### src/common/sps_pkg.sv
// Package with register map, field layout, reset values and shared decode functions.
package sps_pkg;

    ////////////////////////////////////////////////////////////////////////////
    localparam logic [7:0]  SPS_OFF_CTRL      = 8'h00;
    localparam logic [7:0]  SPS_OFF_DIVIDE    = 8'h04;
    localparam logic [7:0]  SPS_OFF_SEED      = 8'h08;
    localparam logic [7:0]  SPS_OFF_NUMER     = 8'h0c;
    localparam logic [7:0]  SPS_OFF_DENOM     = 8'h10;
    localparam logic [7:0]  SPS_OFF_DELAY     = 8'h14;
    localparam logic [7:0]  SPS_OFF_TRIM      = 8'h18;
    localparam logic [7:0]  SPS_OFF_STATUS    = 8'h1c;
    localparam logic [7:0]  SPS_OFF_CAL_FORCE = 8'h20;
    localparam logic [7:0]  SPS_OFF_CAL_READ  = 8'h24;
    localparam logic [7:0]  SPS_OFF_CMD       = 8'h28;
    localparam logic [7:0]  SPS_OFF_PHASE     = 8'h2c;

    ////////////////////////////////////////////////////////////////////////////
    localparam int          SPS_CTRL_SYNC_EN   = 0;
    localparam int          SPS_CTRL_PIN_IGN   = 1;
    localparam int          SPS_CTRL_OUTA_LSB  = 2;
    localparam int          SPS_CTRL_OUTB_LSB  = 4;
    localparam int          SPS_CTRL_PULSE_EN  = 6;
    localparam int          SPS_CTRL_PULSED    = 7;
    localparam int          SPS_CTRL_COUNT_LSB = 8;
    localparam int          SPS_CTRL_ORDER_LSB = 12;
    localparam int          SPS_CMD_MOD_RST    = 0;
    localparam int          SPS_CMD_START      = 1;
    localparam int          SPS_CAL_FORCE_BIT  = 0;
    localparam int          SPS_CAL_CORE_LSB   = 8;
    localparam int          SPS_CAL_CAP_LSB    = 16;
    localparam int          SPS_CAL_CUR_LSB    = 24;
    localparam int          SPS_ST_FOLD_LSB    = 4;
    localparam int          SPS_ST_COUNT_LSB   = 8;

    ////////////////////////////////////////////////////////////////////////////
    localparam logic [31:0] SPS_CTRL_RST   = 32'h0000_0402;
    localparam logic [31:0] SPS_DIVIDE_RST = 32'h0000_0002;
    localparam logic [31:0] SPS_DENOM_RST  = 32'h0000_0001;

    localparam logic [1:0]  SPS_SEL_CHANNEL_DIVIDE_VALUE = 2'h0;
    localparam logic [1:0]  SPS_SEL_OSC   = 2'h1;
    localparam logic [1:0]  SPS_SEL_PULSE = 2'h2;

    localparam logic [7:0]  SPS_CHANNEL_DIVIDE_VALUE_SKIP_A = 8'h18;
    localparam logic [7:0]  SPS_CHANNEL_DIVIDE_VALUE_SKIP_B = 8'hc0;
    localparam logic [7:0]  SPS_SEG_BY_THREE = 8'h03;
    localparam logic [2:0]  SPS_SEG_THREE    = 3'h3;
    localparam logic [2:0]  SPS_SEG_TWO      = 3'h2;
    localparam logic [2:0]  SPS_FOLD_NONE    = 3'h1;

    localparam logic [7:0]  SPS_TRIM_START_ONE = 8'h24;
    localparam logic [7:0]  SPS_TRIM_START_TWO = 8'h1b;
    localparam logic [7:0]  SPS_TRIM_SUM       = 8'h3f;
    localparam logic [7:0]  SPS_DELAY_MAX      = 8'hf7;

    ////////////////////////////////////////////////////////////////////////////
    // Second channel-divider segment: three for divides by three except 24 and 192, else two.
    function automatic logic [2:0] sps_segment_two(input logic [7:0] channel_divide_value);
        if ((channel_divide_value % SPS_SEG_BY_THREE) == 8'h00 && channel_divide_value != SPS_CHANNEL_DIVIDE_VALUE_SKIP_A && channel_divide_value != SPS_CHANNEL_DIVIDE_VALUE_SKIP_B) begin
            return SPS_SEG_THREE;
        end
        return SPS_SEG_TWO;
    endfunction : sps_segment_two

    // Divide value that the feedback path absorbs in sync mode.
    function automatic logic [2:0] sps_folded(input logic [1:0] sel_a,
                                              input logic [1:0] sel_b,
                                              input logic [7:0] channel_divide_value);
        logic [2:0] seg;
        seg = sps_segment_two(channel_divide_value);
        if (sel_a != SPS_SEL_CHANNEL_DIVIDE_VALUE && sel_b != SPS_SEL_CHANNEL_DIVIDE_VALUE && sel_b != SPS_SEL_PULSE) begin
            return SPS_FOLD_NONE;
        end
        return {seg[1:0], 1'b0};
    endfunction : sps_folded

endpackage : sps_pkg

### src/logic/sps_phase_sync.sv
// Phase sync, seed phase shift and reference-pulse control with APB registers.
//
// Function
// - Folded divide is 1 when neither output uses the channel divider; the code also requires output B not on the pulse source.
// - Otherwise folded divide is twice the second divider segment.
// - Entering sync mode by setting enable is not itself a sync event.
// - Sync fires on enable going 0 to 1 or a sync pin rising edge.
// - Sync or modulator reset returns the seed phase shift to zero.
// - Each seed write adds its phase shift to the current phase.
// - Shift is 360 times seed over denominator times folded over channel divide; the code adds seed times folded divide only.
// - Reference pulses only run while sync mode is enabled.
// - Reference pulses follow the output as single, burst or continuous stream.
// - Delay setting maps onto four trim words; above 247 is invalid.
// - Calibration choices can be read back and forced on later calibrations.
// - A sync request is retimed to the next reference oscillator rising edge.
// - Where folded divide is not 1, it is 6 for divides by three except 24 and 192, else 4.
// - Pulsed mode emits the pulse-count number of pulses, 0 to 15.
//
// Chosen here: the address map and the APB slave port.
`timescale 1ns/100ps
module sps_phase_sync
    import sps_pkg::*;
#(
    parameter int ADDR_W  = 8,
    parameter int PHASE_W = 40
)(
    input  wire logic              pclk,
    input  wire logic              presetn,
    input  wire logic              psel,
    input  wire logic              penable,
    input  wire logic              pwrite,
    input  wire logic [ADDR_W-1:0] paddr,
    input  wire logic [31:0]       pwdata,
    output logic      [31:0]       prdata,
    output logic                   pready,
    output logic                   pslverr,
    input  wire logic              sync_pin,
    input  wire logic              osc_edge,
    input  wire logic              output_tick,
    input  wire logic              pulse_request,
    input  wire logic [2:0]        cal_core_in,
    input  wire logic [7:0]        cal_capcode_in,
    input  wire logic [7:0]        osc_current_setting_in,
    output logic                   sync_event,
    output logic                   modulator_reset,
    output logic [31:0]            modulator_seed,
    output logic [2:0]             folded_divide,
    output logic                   pulse_out,
    output logic [5:0]             delay_trim_one,
    output logic [5:0]             delay_trim_two,
    output logic [5:0]             delay_trim_three,
    output logic [5:0]             delay_trim_four,
    output logic                   cal_force,
    output logic [2:0]             cal_core_out,
    output logic [7:0]             cal_capcode_out,
    output logic [7:0]             osc_current_setting_out
);

    if (ADDR_W < 8 || PHASE_W < 35) begin : g_bad_param
        $error("sps_phase_sync: ADDR_W must be at least 8 and PHASE_W at least 35.");
    end

    typedef enum logic [1:0] {
        PS_IDLE = 2'b00,
        PS_HIGH = 2'b01,
        PS_LOW  = 2'b10
    } sps_pulse_state_t;

    ////////////////////////////////////////////////////////////////////////////
    // Register file and APB slave.
    logic [31:0]        ctrl_q, ctrl_d;
    logic [31:0]        divide_q, divide_d;
    logic [31:0]        seed_q, seed_d;
    logic [31:0]        numer_q, numer_d;
    logic [31:0]        denom_q, denom_d;
    logic [7:0]         delay_q, delay_d;
    logic [31:0]        calf_q, calf_d;
    logic [31:0]        prdata_q, prdata_d;
    logic               pready_q, pready_d;
    logic               pslverr_q, pslverr_d;
    logic [PHASE_W-1:0] phase_q;
    logic [7:0]         sync_count_q;
    logic               pulse_busy;
    logic [5:0]         trim1, trim2, trim3, trim4;
    logic               delay_bad;
    logic [7:0]         addr;
    logic               setup;
    logic               wr;
    logic               known;

    assign addr  = paddr[7:0];
    assign setup = psel && !penable;
    assign wr    = psel && penable && pwrite && pready_q && !pslverr_q;

    always_comb begin
        known = 1'b1;
        case (addr)
            SPS_OFF_CTRL, SPS_OFF_DIVIDE, SPS_OFF_SEED, SPS_OFF_NUMER, SPS_OFF_DENOM, SPS_OFF_DELAY,
            SPS_OFF_TRIM, SPS_OFF_STATUS, SPS_OFF_CAL_FORCE, SPS_OFF_CAL_READ, SPS_OFF_CMD,
            SPS_OFF_PHASE: known = ((paddr >> 8) == '0);
            default: known = 1'b0;
        endcase
    end

    always_comb begin
        ctrl_d    = ctrl_q;
        divide_d  = divide_q;
        seed_d    = seed_q;
        numer_d   = numer_q;
        denom_d   = denom_q;
        delay_d   = delay_q;
        calf_d    = calf_q;
        pready_d  = setup;
        pslverr_d = setup && !known;
        prdata_d  = 32'h0000_0000;
        if (setup && !pwrite) begin
            case (addr)
                SPS_OFF_CTRL:      prdata_d = ctrl_q;
                SPS_OFF_DIVIDE:    prdata_d = divide_q;
                SPS_OFF_SEED:      prdata_d = seed_q;
                SPS_OFF_NUMER:     prdata_d = numer_q;
                SPS_OFF_DENOM:     prdata_d = denom_q;
                SPS_OFF_DELAY:     prdata_d = {24'h000000, delay_q};
                SPS_OFF_TRIM:      prdata_d = {2'h0, trim4, 2'h0, trim3, 2'h0, trim2, 2'h0, trim1};
                SPS_OFF_STATUS:    prdata_d = {16'h0000, sync_count_q, 1'b0, folded_divide, 1'b0,
                                               delay_bad, pulse_busy, ctrl_q[SPS_CTRL_SYNC_EN]};
                SPS_OFF_CAL_FORCE: prdata_d = calf_q;
                SPS_OFF_CAL_READ:  prdata_d = {osc_current_setting_in, cal_capcode_in, 5'h00, cal_core_in,
                                               8'h00};
                SPS_OFF_PHASE:     prdata_d = phase_q[31:0];
                default:           prdata_d = 32'h0000_0000;
            endcase
        end
        if (wr) begin
            case (addr)
                SPS_OFF_CTRL:      ctrl_d   = pwdata;
                SPS_OFF_DIVIDE:    divide_d = {24'h000000, pwdata[7:0]};
                SPS_OFF_SEED:      seed_d   = pwdata;
                SPS_OFF_NUMER:     numer_d  = pwdata;
                SPS_OFF_DENOM:     denom_d  = pwdata;
                SPS_OFF_DELAY:     delay_d  = pwdata[7:0];
                SPS_OFF_CAL_FORCE: calf_d   = pwdata;
                default:           ctrl_d   = ctrl_q;
            endcase
        end
    end

    always_ff @(posedge pclk or negedge presetn) begin
        if (!presetn) begin
            ctrl_q    <= SPS_CTRL_RST;
            divide_q  <= SPS_DIVIDE_RST;
            seed_q    <= 32'h0000_0000;
            numer_q   <= 32'h0000_0000;
            denom_q   <= SPS_DENOM_RST;
            delay_q   <= 8'h00;
            calf_q    <= 32'h0000_0000;
            prdata_q  <= 32'h0000_0000;
            pready_q  <= 1'b0;
            pslverr_q <= 1'b0;
        end else begin
            ctrl_q    <= ctrl_d;
            divide_q  <= divide_d;
            seed_q    <= seed_d;
            numer_q   <= numer_d;
            denom_q   <= denom_d;
            delay_q   <= delay_d;
            calf_q    <= calf_d;
            prdata_q  <= prdata_d;
            pready_q  <= pready_d;
            pslverr_q <= pslverr_d;
        end
    end

    assign prdata                  = prdata_q;
    assign pready                  = pready_q;
    assign pslverr                 = pslverr_q;
    assign modulator_seed          = seed_q;
    assign cal_force               = calf_q[SPS_CAL_FORCE_BIT];
    assign cal_core_out            = calf_q[SPS_CAL_CORE_LSB +: 3];
    assign cal_capcode_out         = calf_q[SPS_CAL_CAP_LSB +: 8];
    assign osc_current_setting_out = calf_q[SPS_CAL_CUR_LSB +: 8];

    ////////////////////////////////////////////////////////////////////////////
    // Sync request capture, retiming and seed phase accumulation.
    logic               entered_q, entered_d;
    logic               pin_prev_q, pin_prev_d;
    logic               pending_q, pending_d;
    logic               event_q, event_d;
    logic               mrst_q, mrst_d;
    logic [7:0]         sync_count_d;
    logic [2:0]         fold_q, fold_d;
    logic [PHASE_W-1:0] phase_d;
    logic               sw_sync;
    logic               pin_sync;
    logic [34:0]        seed_step;

    always_comb begin
        fold_d = sps_folded(ctrl_q[SPS_CTRL_OUTA_LSB +: 2], ctrl_q[SPS_CTRL_OUTB_LSB +: 2], divide_q[7:0]);
        entered_d  = entered_q || ctrl_q[SPS_CTRL_SYNC_EN];
        pin_prev_d = sync_pin;
        sw_sync  = wr && (addr == SPS_OFF_CTRL) && pwdata[SPS_CTRL_SYNC_EN] && !ctrl_q[SPS_CTRL_SYNC_EN]
                   && entered_q;
        pin_sync = sync_pin && !pin_prev_q && ctrl_q[SPS_CTRL_SYNC_EN] && !ctrl_q[SPS_CTRL_PIN_IGN];
        pending_d = (pending_q && !osc_edge) || sw_sync || pin_sync;
        event_d   = pending_q && osc_edge;
        sync_count_d = event_q ? sync_count_q + 8'h01 : sync_count_q;
        mrst_d = wr && (addr == SPS_OFF_CMD) && pwdata[SPS_CMD_MOD_RST];
        // seed step scaled by folded divide
        seed_step = seed_d * fold_q;
        phase_d = (event_q || mrst_q) ? '0 : phase_q;
        if (wr && (addr == SPS_OFF_SEED)) begin
            phase_d = phase_d + PHASE_W'(seed_step);
        end
    end

    always_ff @(posedge pclk or negedge presetn) begin
        if (!presetn) begin
            fold_q       <= SPS_FOLD_NONE;
            entered_q    <= 1'b0;
            pin_prev_q   <= 1'b0;
            pending_q    <= 1'b0;
            event_q      <= 1'b0;
            mrst_q       <= 1'b0;
            sync_count_q <= 8'h00;
            phase_q      <= '0;
        end else begin
            fold_q       <= fold_d;
            entered_q    <= entered_d;
            pin_prev_q   <= pin_prev_d;
            pending_q    <= pending_d;
            event_q      <= event_d;
            mrst_q       <= mrst_d;
            sync_count_q <= sync_count_d;
            phase_q      <= phase_d;
        end
    end

    assign sync_event      = event_q;
    assign modulator_reset = mrst_q;
    assign folded_divide   = fold_q;

    ////////////////////////////////////////////////////////////////////////////
    // Reference pulse generator.
    sps_pulse_state_t pst_q, pst_d;
    logic [3:0]       left_q, left_d;
    logic             req_prev_q;
    logic             pout_q, pout_d;
    logic             active;
    logic             burst;
    logic             more;
    logic             start;

    always_comb begin
        active = ctrl_q[SPS_CTRL_SYNC_EN] && ctrl_q[SPS_CTRL_PULSE_EN];
        burst  = ctrl_q[SPS_CTRL_PULSED];
        start  = burst && ((pulse_request && !req_prev_q) ||
                           (wr && (addr == SPS_OFF_CMD) && pwdata[SPS_CMD_START]));
        more   = burst ? (left_q != 4'h0) : pulse_request;
        pst_d  = pst_q;
        left_d = left_q;
        if (!active) begin
            pst_d  = PS_IDLE;
            left_d = 4'h0;
        end else begin
            case (pst_q)
                PS_IDLE: begin
                    if (start) begin
                        left_d = ctrl_q[SPS_CTRL_COUNT_LSB +: 4];
                    end else if (output_tick && more) begin
                        pst_d  = PS_HIGH;
                        left_d = burst ? left_q - 4'h1 : left_q;
                    end
                end
                PS_HIGH: begin
                    if (output_tick) begin
                        pst_d = PS_LOW;
                    end
                end
                PS_LOW: begin
                    if (output_tick) begin
                        pst_d  = more ? PS_HIGH : PS_IDLE;
                        left_d = (more && burst) ? left_q - 4'h1 : left_q;
                    end
                end
                default: pst_d = PS_IDLE;
            endcase
        end
        pout_d     = (pst_d == PS_HIGH);
        pulse_busy = (pst_q != PS_IDLE) || (left_q != 4'h0);
    end

    always_ff @(posedge pclk or negedge presetn) begin
        if (!presetn) begin
            pst_q      <= PS_IDLE;
            left_q     <= 4'h0;
            req_prev_q <= 1'b0;
            pout_q     <= 1'b0;
        end else begin
            pst_q      <= pst_d;
            left_q     <= left_d;
            req_prev_q <= pulse_request;
            pout_q     <= pout_d;
        end
    end

    assign pulse_out = pout_q;

    ////////////////////////////////////////////////////////////////////////////
    // delay setting to trim words
    sps_trim_table u_trim (
        .pclk       (pclk),
        .presetn    (presetn),
        .setting    (delay_q),
        .trim_one   (trim1),
        .trim_two   (trim2),
        .trim_three (trim3),
        .trim_four  (trim4),
        .invalid    (delay_bad)
    );

    assign delay_trim_one   = trim1;
    assign delay_trim_two   = trim2;
    assign delay_trim_three = trim3;
    assign delay_trim_four  = trim4;

endmodule : sps_phase_sync

### src/logic/sps_trim_table.sv
// Lookup of the four delay trim words from the concatenated delay setting.
`timescale 1ns/100ps
module sps_trim_table
    import sps_pkg::*;
(
    input  wire logic       pclk,
    input  wire logic       presetn,
    input  wire logic [7:0] setting,
    output logic      [5:0] trim_one,
    output logic      [5:0] trim_two,
    output logic      [5:0] trim_three,
    output logic      [5:0] trim_four,
    output logic            invalid
);

    ////////////////////////////////////////////////////////////////////////////
    // Each step moves one count from the current trim word to the next one.
    function automatic logic [24:0] trim_of(input logic [7:0] s);
        logic [7:0] e1;
        logic [7:0] e2;
        logic [7:0] e3;
        logic [7:0] e4;
        logic [7:0] k;
        logic [7:0] t1;
        logic [7:0] t2;
        logic [7:0] t3;
        logic [7:0] t4;
        e1 = SPS_TRIM_START_ONE;
        e2 = e1 + SPS_TRIM_SUM;
        e3 = e2 + SPS_TRIM_SUM;
        e4 = e3 + SPS_TRIM_SUM;
        t1 = 8'h00;
        t2 = 8'h00;
        t3 = 8'h00;
        t4 = 8'h00;
        k  = 8'h00;
        if (s <= e1) begin
            t1 = e1 - s;
            t2 = SPS_TRIM_START_TWO + s;
        end else if (s <= e2) begin
            k  = s - e1;
            t2 = SPS_TRIM_SUM - k;
            t3 = k;
        end else if (s <= e3) begin
            k  = s - e2;
            t3 = SPS_TRIM_SUM - k;
            t4 = k;
        end else if (s <= e4) begin
            k  = s - e3;
            t4 = SPS_TRIM_SUM - k;
            t1 = k;
        end else if (s <= SPS_DELAY_MAX) begin
            k  = s - e4;
            t1 = SPS_TRIM_SUM - k;
            t2 = k;
        end
        return {(s > SPS_DELAY_MAX), t4[5:0], t3[5:0], t2[5:0], t1[5:0]};
    endfunction : trim_of

    logic [24:0] word_d;
    logic [24:0] word_q;

    always_comb begin
        word_d = trim_of(setting);
    end

    always_ff @(posedge pclk or negedge presetn) begin
        if (!presetn) begin
            word_q <= 25'h0000000;
        end else begin
            word_q <= word_d;
        end
    end

    assign trim_one   = word_q[5:0];
    assign trim_two   = word_q[11:6];
    assign trim_three = word_q[17:12];
    assign trim_four  = word_q[23:18];
    assign invalid    = word_q[24];

endmodule : sps_trim_table

### config.mk
export PLATFORM = sky130hd
export DESIGN_NAME = sps_phase_sync
export DESIGN_NICKNAME = d
export VERILOG_FILES = /design/src/common/sps_pkg.sv /design/src/logic/sps_phase_sync.sv /design/src/logic/sps_trim_table.sv
export SDC_FILE = /design/constraint.sdc
export NUM_CORES = 1
export LEC_CHECK = 0
export BUFFER_PORTS_ARGS = -buffer_cell sky130_fd_sc_hd__buf_2
export CAP_MARGIN = 25
export CORE_ASPECT_RATIO = 0.6
export CORE_MARGIN = 2
export CORE_UTILIZATION = 60
export DETAILED_ROUTE_END_ITERATION = 12
export GPL_ROUTABILITY_DRIVEN = 0
export GPL_TIMING_DRIVEN = 1
export PLACE_DENSITY = 0.81
export SYNTH_ARGS = -nofsm -noshare
export SYNTH_HDL_FRONTEND = slang
export SYNTH_SLANG_ARGS = --single-unit
### constraint.sdc
create_clock -name pclk -period 6.6 [get_ports pclk]
set_input_delay 0.33 -clock pclk [delete_from_list [all_inputs] [get_ports pclk]]
set_output_delay 0.33 -clock pclk [all_outputs]
set_load 0.05 [all_outputs]
* Yosys cells after proc, flatten, opt, wreduce, memory -nomap -nowiden *
Index checks and enable logic that the tools add are counted.

storage, ports and cells
  output and inout port bits = 116
  bits in registers = 299

operators by class
  add/sub/neg operators = 13
  mux-type cells = 45
  divide/modulo/power cells = 1
  multipliers = 1
  reduce and logical (&&, ||, !) cells = 59
  magnitude comparators = 6
  equality and inequality tests = 22

operators by type and width
  cell                 count
  $pmux 32 s11         1
  $mux 6               17
  $mux 32              3
  $mux 40              2
  $add 40x35->40       1
  $mul 32x3->35        1
  $eq 8x5->1 const B   4
  $eq 8x6->1 const B   4
  $sub 6x6->6 const A  5
  $logic_and 1x1->1    29
  $le 8x8->1 const B   3
  $mux 4               6
  $sub 6x6->6 const B  4
  $eq 8x4->1 const B   2
  $logic_not 8->1      2
  $mux 2               7
  $reduce_and 2->1     6
  $reduce_or 12->1     1
  $logic_not 1->1      9
  $add 8x1->8 const B  1
  $eq 8x3->1 const B   1
  $gt 8x8->1 const B   1
  $le 8x6->1 const B   1
  $le 8x7->1 const B   1
  other kinds (20)     35

* Logic depth before layout (Yosys ltp) *
Gate-level depths: netlist of run 1.

  word-level depth = 12
  depth in mapped cells = 22
  gate-level depth less buffers = 19

* Cells and area by module *
From an unflattened synthesis of run 1, not the netlist that was laid out.

second synthesis, totals
  cells, all modules = 1649
  area, all modules = 17060.1 µm²

modules (own cells, without submodules)
  module          cells each  instances  area each (µm²)  seq. area each (µm²)
  sps_phase_sync  1455        1          15347.2          6662.6
  sps_trim_table  194         1          1712.9           625.6

* Least setup slack after synthesis of run 1 *
OpenSTA, ideal clock, no wires.

  path kind = input port to flip-flop
  start = input paddr[5]
  end = register phase_q[17]
  slack = 1.305 ns
  stages on the path = 19
  required time = 6.478 ns
  setup time = 0.122 ns
  arrival = 5.173 ns
  path through = or4_1 buf_2 nor4_4 clkbuf_1 nand2_1 nand2_1 nand2_1 fa_1 fa_1 inv_1 fa_1 a211o_1 a21o_1 a2111o_1 a31oi_1 o21bai_1 a21oi_1 mux2i_1 nand2_1

between the ends
  longest elaborated chain between the ends = 6

ends and longest elaborated chain
  element                 line                   source
  start: declaration      sps_phase_sync.sv:32   input wire logic [ADDR_W-1:0] paddr,
  $eq 8x4->1              sps_phase_sync.sv:135  case (addr)
  $mux 32                 sps_phase_sync.sv:135
  $mux 32                 sps_phase_sync.sv:134  if (wr) begin
  via seed_d[0]           sps_phase_sync.sv:73   logic [31:0] seed_q, seed_d;
  $mul 32x3->35           sps_phase_sync.sv:209  seed_step = seed_d * fold_q;
  $add 40x35->40          sps_phase_sync.sv:212  phase_d = phase_d + PHASE_W'(seed_step);
  $mux 40                 sps_phase_sync.sv:211  if (wr && (addr == SPS_OFF_SEED)) begin
  via phase_d[17]         sps_phase_sync.sv:192  logic [PHASE_W-1:0] phase_d;
  end signal: assignment  sps_phase_sync.sv:234  phase_q <= phase_d;
  end: declaration        sps_phase_sync.sv:81   logic [PHASE_W-1:0] phase_q;

The timed path passes the listed nets, and every way through them passes these cells.
A chain may end at the register's enable or synchronous reset.

* Worst setup path in the final report of run 1 *
  start = input penable
  end = register phase_q[31]

between the ends
  longest elaborated chain between the ends = 8

ends and longest elaborated chain
  element                         line                   source
  start: declaration              sps_phase_sync.sv:30   input wire logic penable,
  $logic_and 1x1->1 (4 in a row)  sps_phase_sync.sv:93   assign wr = psel && penable && pwrite && pready_q && !pslverr_q;
  $mux 32                         sps_phase_sync.sv:134
  via seed_d[17]                  sps_phase_sync.sv:73
  $mul 32x3->35                   sps_phase_sync.sv:209
  $add 40x35->40                  sps_phase_sync.sv:212
  $mux 40                         sps_phase_sync.sv:211
  via phase_d[31]                 sps_phase_sync.sv:192

The timed path passes the listed nets, and every way through them passes these cells.

==> impl_results.md, run 1 <==
- VDD IR max: 0.159 mV
- Global-route usage over all layers: 0.363
- Hold WC Path Type: input pin to flop
- Placed insts: about 2.1k
- Vias: 14.2k
- Clock root buffer: clkbuf_16
- Clk_lat worst skew: approximately 0.56 ns
- Hold Path Depth: 2
- Switching share of total power: 0.223
- Final period utilization: 0.823
- Gate Count Post-Synth: ~1.6k
- Setup TNS: 0 ns
- Crit Path Max Fanout: a little under 50
- MaxCap Viol Count: 0
- Dominant synthesized flop cell: dfrtp_1
- Clk buf depth: 3
- Sequential share of the synthesized area: 0.433
- TritonRoute pass-1 iters: 6
- Async S/R FF share, synth: 1.00
- Clock group share of total power: 0.458
- Slowest CP cell: dlygate4sd3_1
- Remaining routing DRC violations: 0
- Power consumption: roughly 3.6 mW
- Reg2Reg Depth: 20
- Core Region: between 20000 and 30000 µm²
- Number of global-route vias before repair: 13.9k
- Worst-Margin Slew: about 1.1 ns
- Initial Util: 0.610
- Max Freq: 184 MHz
- Slowest stage delay, CP: 0.53 ns
- Most common cell after layout, fill and taps aside: dfrtp_1
- Critical path depth: 22
- Layout cells sized above 1: 0.240
- Outcome: completed
- Final Cell Area: 18900 µm²
- Logic pwr share: 0.037
- Resized cells post-CTS: 0
- Io pins: 184
- Sequential fraction of design power: 0.505
- Fin nets: between 1.5k and 2k
- Initial antenna violation count: 3
- Vias per inst: 6.61
- Area Growth Syn to Fin: 12.5%
- Worst Skew: about 0.018 ns
- Dpl cell area: between 15000 and 20000 µm²
- Fin cells: around 2.2k
- Hold Vio Cnt, Final: 0
- Largest net degree at the start of global routing: 94
- Worst path buffer plus inverter count: 5
- Synth unique cells: 75
- Final ANT Viol Nets: 0
- Critical path required time: roughly 7 ns
- Die Wd: around 220 µm
- Grt ovf: 0
- Tmin final: approximately 5.4 ns
- Most frequent cells in the layout: 286 x dfrtp_1, 252 x nand2_1, 182 x buf_2
- Crit end category: flop
- Int Pwr: roughly 2.8 mW
- Die area: 29400 µm²
- Final setup violation count: 0
- Port buffer count: around 180
- EDFF count, synth: 0
- H-tree level count: 1
- Drt total wl: ~53000 µm
- CP delay by family, top: simple AND/OR/NAND/NOR gates
- TritonCTS clock tree: done
- Initial DRC Count: approximately 1.9k
- Hpwl dp: roughly 37000 µm
- Most frequent CP cell: nand2_1
- Leakage: just over 9 nW
- Worst setup path class: input pin to flop
- CP arrival: a little under 6 ns
- Mapped cell area: roughly 17000 µm²
- First-pass GRT wire length: 80600 µm
- CTS Buf Count: 27
- Yosys warning count: 0
- Post-CTS Setup Repair Bufs: 0
- Clock-pin slew on the worst setup and hold paths: 0.06 ns
- CTS Sinks: between 200 and 300
- Syn Area/Cell: between 10 and 15 µm²
- PwrDens: about 190 nW/µm²
- Final worst slack: roughly 1.2 ns
- Slew Viols, Final: 0
- Critical path launch point type: input pin
- Syn Nets: 1814
- Hold_ws: between 0.03 and 0.04 ns
- Slew HR: 0.284
- RSZ-0062 raised after global routing: no
- CP cell instances: dlygate4sd3_1, buf_2, nand4_1, nor2_1, nand2_2, buf_12, nand2_1, nand2_1, nand2_1, fa_1, inv_1, fa_1, ha_1, nand2_1, nor3_1, and3_1, a2111oi_0, buf_4, nand2_1, a211oi_1, or4_1, o211ai_1
- Switch Pwr: ~0.80 mW
- Die span in y: around 130 µm
- # rows: 47
- Pre-CTS WS: around 0.69 ns
- Drt wl/cell: 24.5 µm
- Count of state elements after synthesis: around 290
- Post-Route Utilization: 0.686
==> registers in the layout, summed over array words and instances, names as in the netlist <==
register and cells:
calf_q 32, ctrl_q 32, denom_q 32, modulator_seed 32
numer_q 32, phase_q 32, prdata 32, u_trim.word_q 25
delay_q 8, divide_q 8, sync_count_q 8, left_q 4
folded_divide 3, pst_q 2, entered_q 1, modulator_reset 1
pending_q 1, pin_prev_q 1, pready 1, pslverr 1
pulse_out 1, req_prev_q 1, sync_event 1
==> synth_stat cells, drive strengths merged (32+ instances only) <==
master  count  area share
ha         48       0.036
inv        87       0.019
nand2     253       0.056
xnor2      32       0.017
a22oi      70       0.031
a31oi      35       0.013
nor2       67       0.015
a21oi      53       0.016
fa         59       0.070
dfrtp     286        0.43
o21ai      47       0.014
and2       37       0.014
mux2      146       0.098
clkbuf     88       0.020
==> power by group through the flow <==
stage | clock [mW] | sequential (mW) | combinational (mW)
global placement | 0 | 1.83 | 0.127
detailed placement | 0 | 1.83 | 0.129
floorplan | 0 | 1.84 | 0.0293
CTS | 1.65 | 1.80 | 0.132
global route | 1.71 | 1.80 | 0.144
finish | 1.64 | 1.80 | 0.133
==> logic make-up (layout without fill, tap and decap cells) <==
logic type | Yosys count | in the layout | share of synthesized area
flops | 291 | 291 | 0.433
compound gates | 362 | 362 | 0.153
simple gates | 482 | 482 | 0.134
mux | 152 | 152 | 0.101
buf+inv | 199 | 346 | 0.0487
xor+xnor | 46 | 46 | 0.0239
other cells | 0 | 1 | 0
fa+ha+maj | 107 | 107 | 0.106
==> area by class of cell <==
class,instances,area [µm²]
diodes,1,2.50
clock buffers,41,798
clock inverters,8,115
fillers,2007,8650
inverters,87,327
multi-input cells,1149,8780
flip-flops and latches,291,7290
well taps,367,459
repair buffers,210,1160
==> metal layers <==
metal  vias up  part of all wire  track usage
met3       133              0.15        0.150
met1      6983              0.40        0.510
li1       6090                 -            -
met5         -                 0            0
met4         0             0.036        0.122
met2      1042              0.41        0.508
==> final timing paths <==
check	endpoint	slack (ns)	from
max	phase_q[31]	1.17	penable
min	sync_event	0.03	osc_edge
max reg2reg	phase_q[31]	1.22	pready
min reg2reg	entered_q	0.48	entered_q
max in group asynchronous	calf_q[4]	4.75	presetn
min in group asynchronous	prdata[24]	0.38	presetn
==> what timing repair did <==
action | 4_1_cts | 5_1_grt
setup endpoints to repair | 0 | 0
endpoints found under the hold margin | 91 | 0
hold buffers | 4 | 0
Power figures use the tool's default switching activity.
==> run 2, diff against run 1 <==
--- a/config.mk
+++ b/config.mk
@@ -5,15 +5,16 @@
 export SDC_FILE = /design/constraint.sdc
 export NUM_CORES = 1
 export LEC_CHECK = 0
+export ABC_AREA = 1
 export BUFFER_PORTS_ARGS = -buffer_cell sky130_fd_sc_hd__buf_2
 export CAP_MARGIN = 25
 export CORE_ASPECT_RATIO = 0.6
 export CORE_MARGIN = 2
-export CORE_UTILIZATION = 60
+export CORE_UTILIZATION = 54
 export DETAILED_ROUTE_END_ITERATION = 12
 export GPL_ROUTABILITY_DRIVEN = 0
 export GPL_TIMING_DRIVEN = 1
-export PLACE_DENSITY = 0.81
+export PLACE_DENSITY = 0.77
 export SYNTH_ARGS = -nofsm -noshare
 export SYNTH_HDL_FRONTEND = slang
 export SYNTH_SLANG_ARGS = --single-unit
==> constraint.sdc (replaced) <==
create_clock -name pclk -period 4.8 [get_ports pclk]
set_input_delay 0.24 -clock pclk [delete_from_list [all_inputs] [get_ports pclk]]
set_output_delay 0.24 -clock pclk [all_outputs]
set_load 0.05 [all_outputs]
==> impl_results.md, run 2 <==
- Final ANT Viol Nets: 0
- Yosys warning count: 0
- Clk buf depth: 3
- Initial Util: 0.544
- MaxCap Viol Count: 0
- TritonCTS clock tree: done
- Fill cells: around 2.6k
- Clk_lat worst skew: just under 0.6 ns
- EDFF count, synth: 0
- Most frequent cells in the layout: 537 x nand2_1, 286 x dfrtp_1, 227 x inv_1
- Vias: 15.8k
- Slowest stage delay, CP: just over 0.5 ns
- Critical path required time: roughly 5.3 ns
- PwrDens: 271 nW/µm²
- Die area: 32600 µm²
- Initial antenna violation count: 0
- Outcome: completed
- Max Freq: 220 MHz
- Drt wl/cell: about 20 µm
- Hpwl dp: ~37000 µm
- Global-route usage over all layers: 0.327
- Largest net degree at the start of global routing: roughly 120
- Leakage: just under 10 nW
- Initial DRC Count: approximately 2k
- Setup TNS: 0 ns
- Hold Vio Cnt, Final: 0
- Die Wd: roughly 230 µm
- Post-synth top cells: 542 x nand2_1, 286 x dfrtp_1, 235 x o21ai_0, 228 x inv_1, 138 x nor2_1
- Pre-CTS WS: -0.0537 ns
- CTS Buf Count: 29
- CP arrival: 5.01 ns
- TritonRoute pass-1 iters: 5
- Most frequent CP cell: nand2_1
- VDD IR max: approximately 0.26 mV
- Most common cell after layout, fill and taps aside: nand2_1
- Crit end category: flop
- Dominant synthesized flop cell: dfrtp_1
- Tmin final: ~4.5 ns
- Worst setup path class: flop to flop
- Clock root buffer: clkbuf_16
- Final worst slack: 0.252 ns
- Crit Path Max Fanout: 16
- Placed insts: about 2.6k
- Gate Count Post-Synth: between 2k and 2.5k
- Sequential share of the synthesized area: 0.433
- Area Growth Syn to Fin: 17.5%
- Cell taking the most area after synthesis: dfrtp_1
- Layout cells sized above 1: 0.175
- Core Region: 30900 µm²
- Clock-pin slew on the worst setup and hold paths: approximately 0.07 ns
- Final Cell Area: about 20000 µm²
- # rows: 50
- Syn Area/Cell: slightly above 8 µm²
- Worst Skew: about 0.028 ns
- Drt total wl: 53700 µm
- Remaining routing DRC violations: 0
- Async S/R FF share, synth: 1.00
- Synth unique cells: 53
- Grt ovf: 0
- Dpl cell area: about 18000 µm²
- Final setup violation count: 0
- Number of global-route vias before repair: about 15k
- Port buffer count: 183
- First-pass GRT wire length: a little over 80000 µm
- Post-Route Utilization: 0.640
- Fin nets: between 2k and 2.5k
- Slowest CP cell: fa_1
- Syn Nets: 2220
- Critical path launch point type: flop
- Hold WC Path Type: input pin to flop
- H-tree level count: 1
- CTS Sinks: 291
- Synth top area share: 0.425
- Io pins: ~180
- Mapped cell area: ~17000 µm²
- Slew Viols, Final: 0
- Worst-Margin Slew: about 0.95 ns
- Top cells by area, synth: dfrtp_1 43%, nand2_1 12%, fa_1 7.0%
- Count of state elements after synthesis: approximately 290
- Fin cells: 2675
- Count leader, synth: nand2_1
- Final period utilization: 0.947
- Die span in y: about 140 µm
- N_diodes: 0
- Slew HR: 0.369
- Vias per inst: roughly 6
## run 2: cell types whose count changed in the layout (fill, tap and decap cells not counted), moves of 24 or more
| cell | previous run | this run |
|---|---|---|
| o21ai_0 | 46 | 214 |
| mux2_2 | 146 | 0 |
| buf_4 | 21 | 54 |
| xnor2_1 | 32 | 8 |
| nor2_1 | 58 | 132 |
| nand2_1 | 252 | 537 |
| nand3_1 | 16 | 47 |
| and2_1 | 37 | 1 |
| a221oi_1 | 26 | 61 |
| inv_1 | 87 | 227 |
| a22oi_1 | 70 | 0 |
| o21ai_1 | 1 | 25 |
## run 2: path summary, 6_finish.rpt
kind,end,slack (ns),cells after the start,startpoint
worst min-delay path,prdata[23],0.01,3,cal_capcode_in[7]
worst max-delay path,phase_q[28],0.25,26,pslverr
worst min register to register,entered_q,0.47,1,entered_q
min in group asynchronous,numer_q[29],0.37,2,presetn
worst max register to register,phase_q[28],0.25,26,pslverr
max in group asynchronous,prdata[1],3.19,3,presetn
## run 2: where the power goes
part	total, mW	leakage [nW]	internal (mW)	switching [mW]
logic	0.253	5.42	0.0753	0.178
clock network	2.59	0.536	1.57	1.03
registers	2.51	3.95	2.48	0.0312
total	5.36	9.91	4.12	1.24
## run 2: worst max-delay path, delay by kind of cell, from the launching register on
kind	cells	cell delay, ns
buffers and inverters	5	0.56
DFF	1	0.38
AOI/OAI and AO/OA	6	1.05
adders and majority gates	3	1.35
and+or+nand+nor	12	1.10
## run 2: repair_timing
item                                    CTS  global route
gates resized for setup                   0            61
hold buffers                             20             0
hold endpoints to repair                140             0
endpoints found under the setup margin    0            18
buffers inserted                          0             2
## run 2: through the flow
| stage | power [mW] | hold slack [ns] |
|---|---|---|
| 5_1_grt | 5.51 | 0.0185 |
| 3_3_place_gp | 2.79 | 0.368 |
| 4_1_cts | 5.37 | 0.000105 |
| 2_1_floorplan | 2.66 | -0.0556 |
| 3_5_place_dp | 2.79 | 0.371 |
| 6_report | 5.36 | 0.0115 |
## run 2: layout make-up
cell class	count	area [µm²]	share of cell area
clock buffers	36	802	0.0406
clock inverters	17	278	0.0140
inverters	239	900	0.0455
multi-input cells	1414	8360	0.423
flip-flops and latches	291	7290	0.369
well taps	416	520	0.0263
repair buffers	262	1630	0.0823
## run 2: cell families after synthesis
family,Yosys count,synth area share
DFF,291,0.433
adders and majority gates,107,0.106
and+or+nand+nor,804,0.197
AOI/OAI and AO/OA,470,0.166
xor gates and xnor gates,33,0.0172
buffers and inverters,340,0.0814
## run 2: per-layer routing
metal,vias up,global-route usage,wire (µm)
met1,7575,0.495,22900
met5,-,0,0
li1,7079,-,-
met2,1001,0.462,22100
met4,0,0.0897,1600
met3,106,0.0878,7170
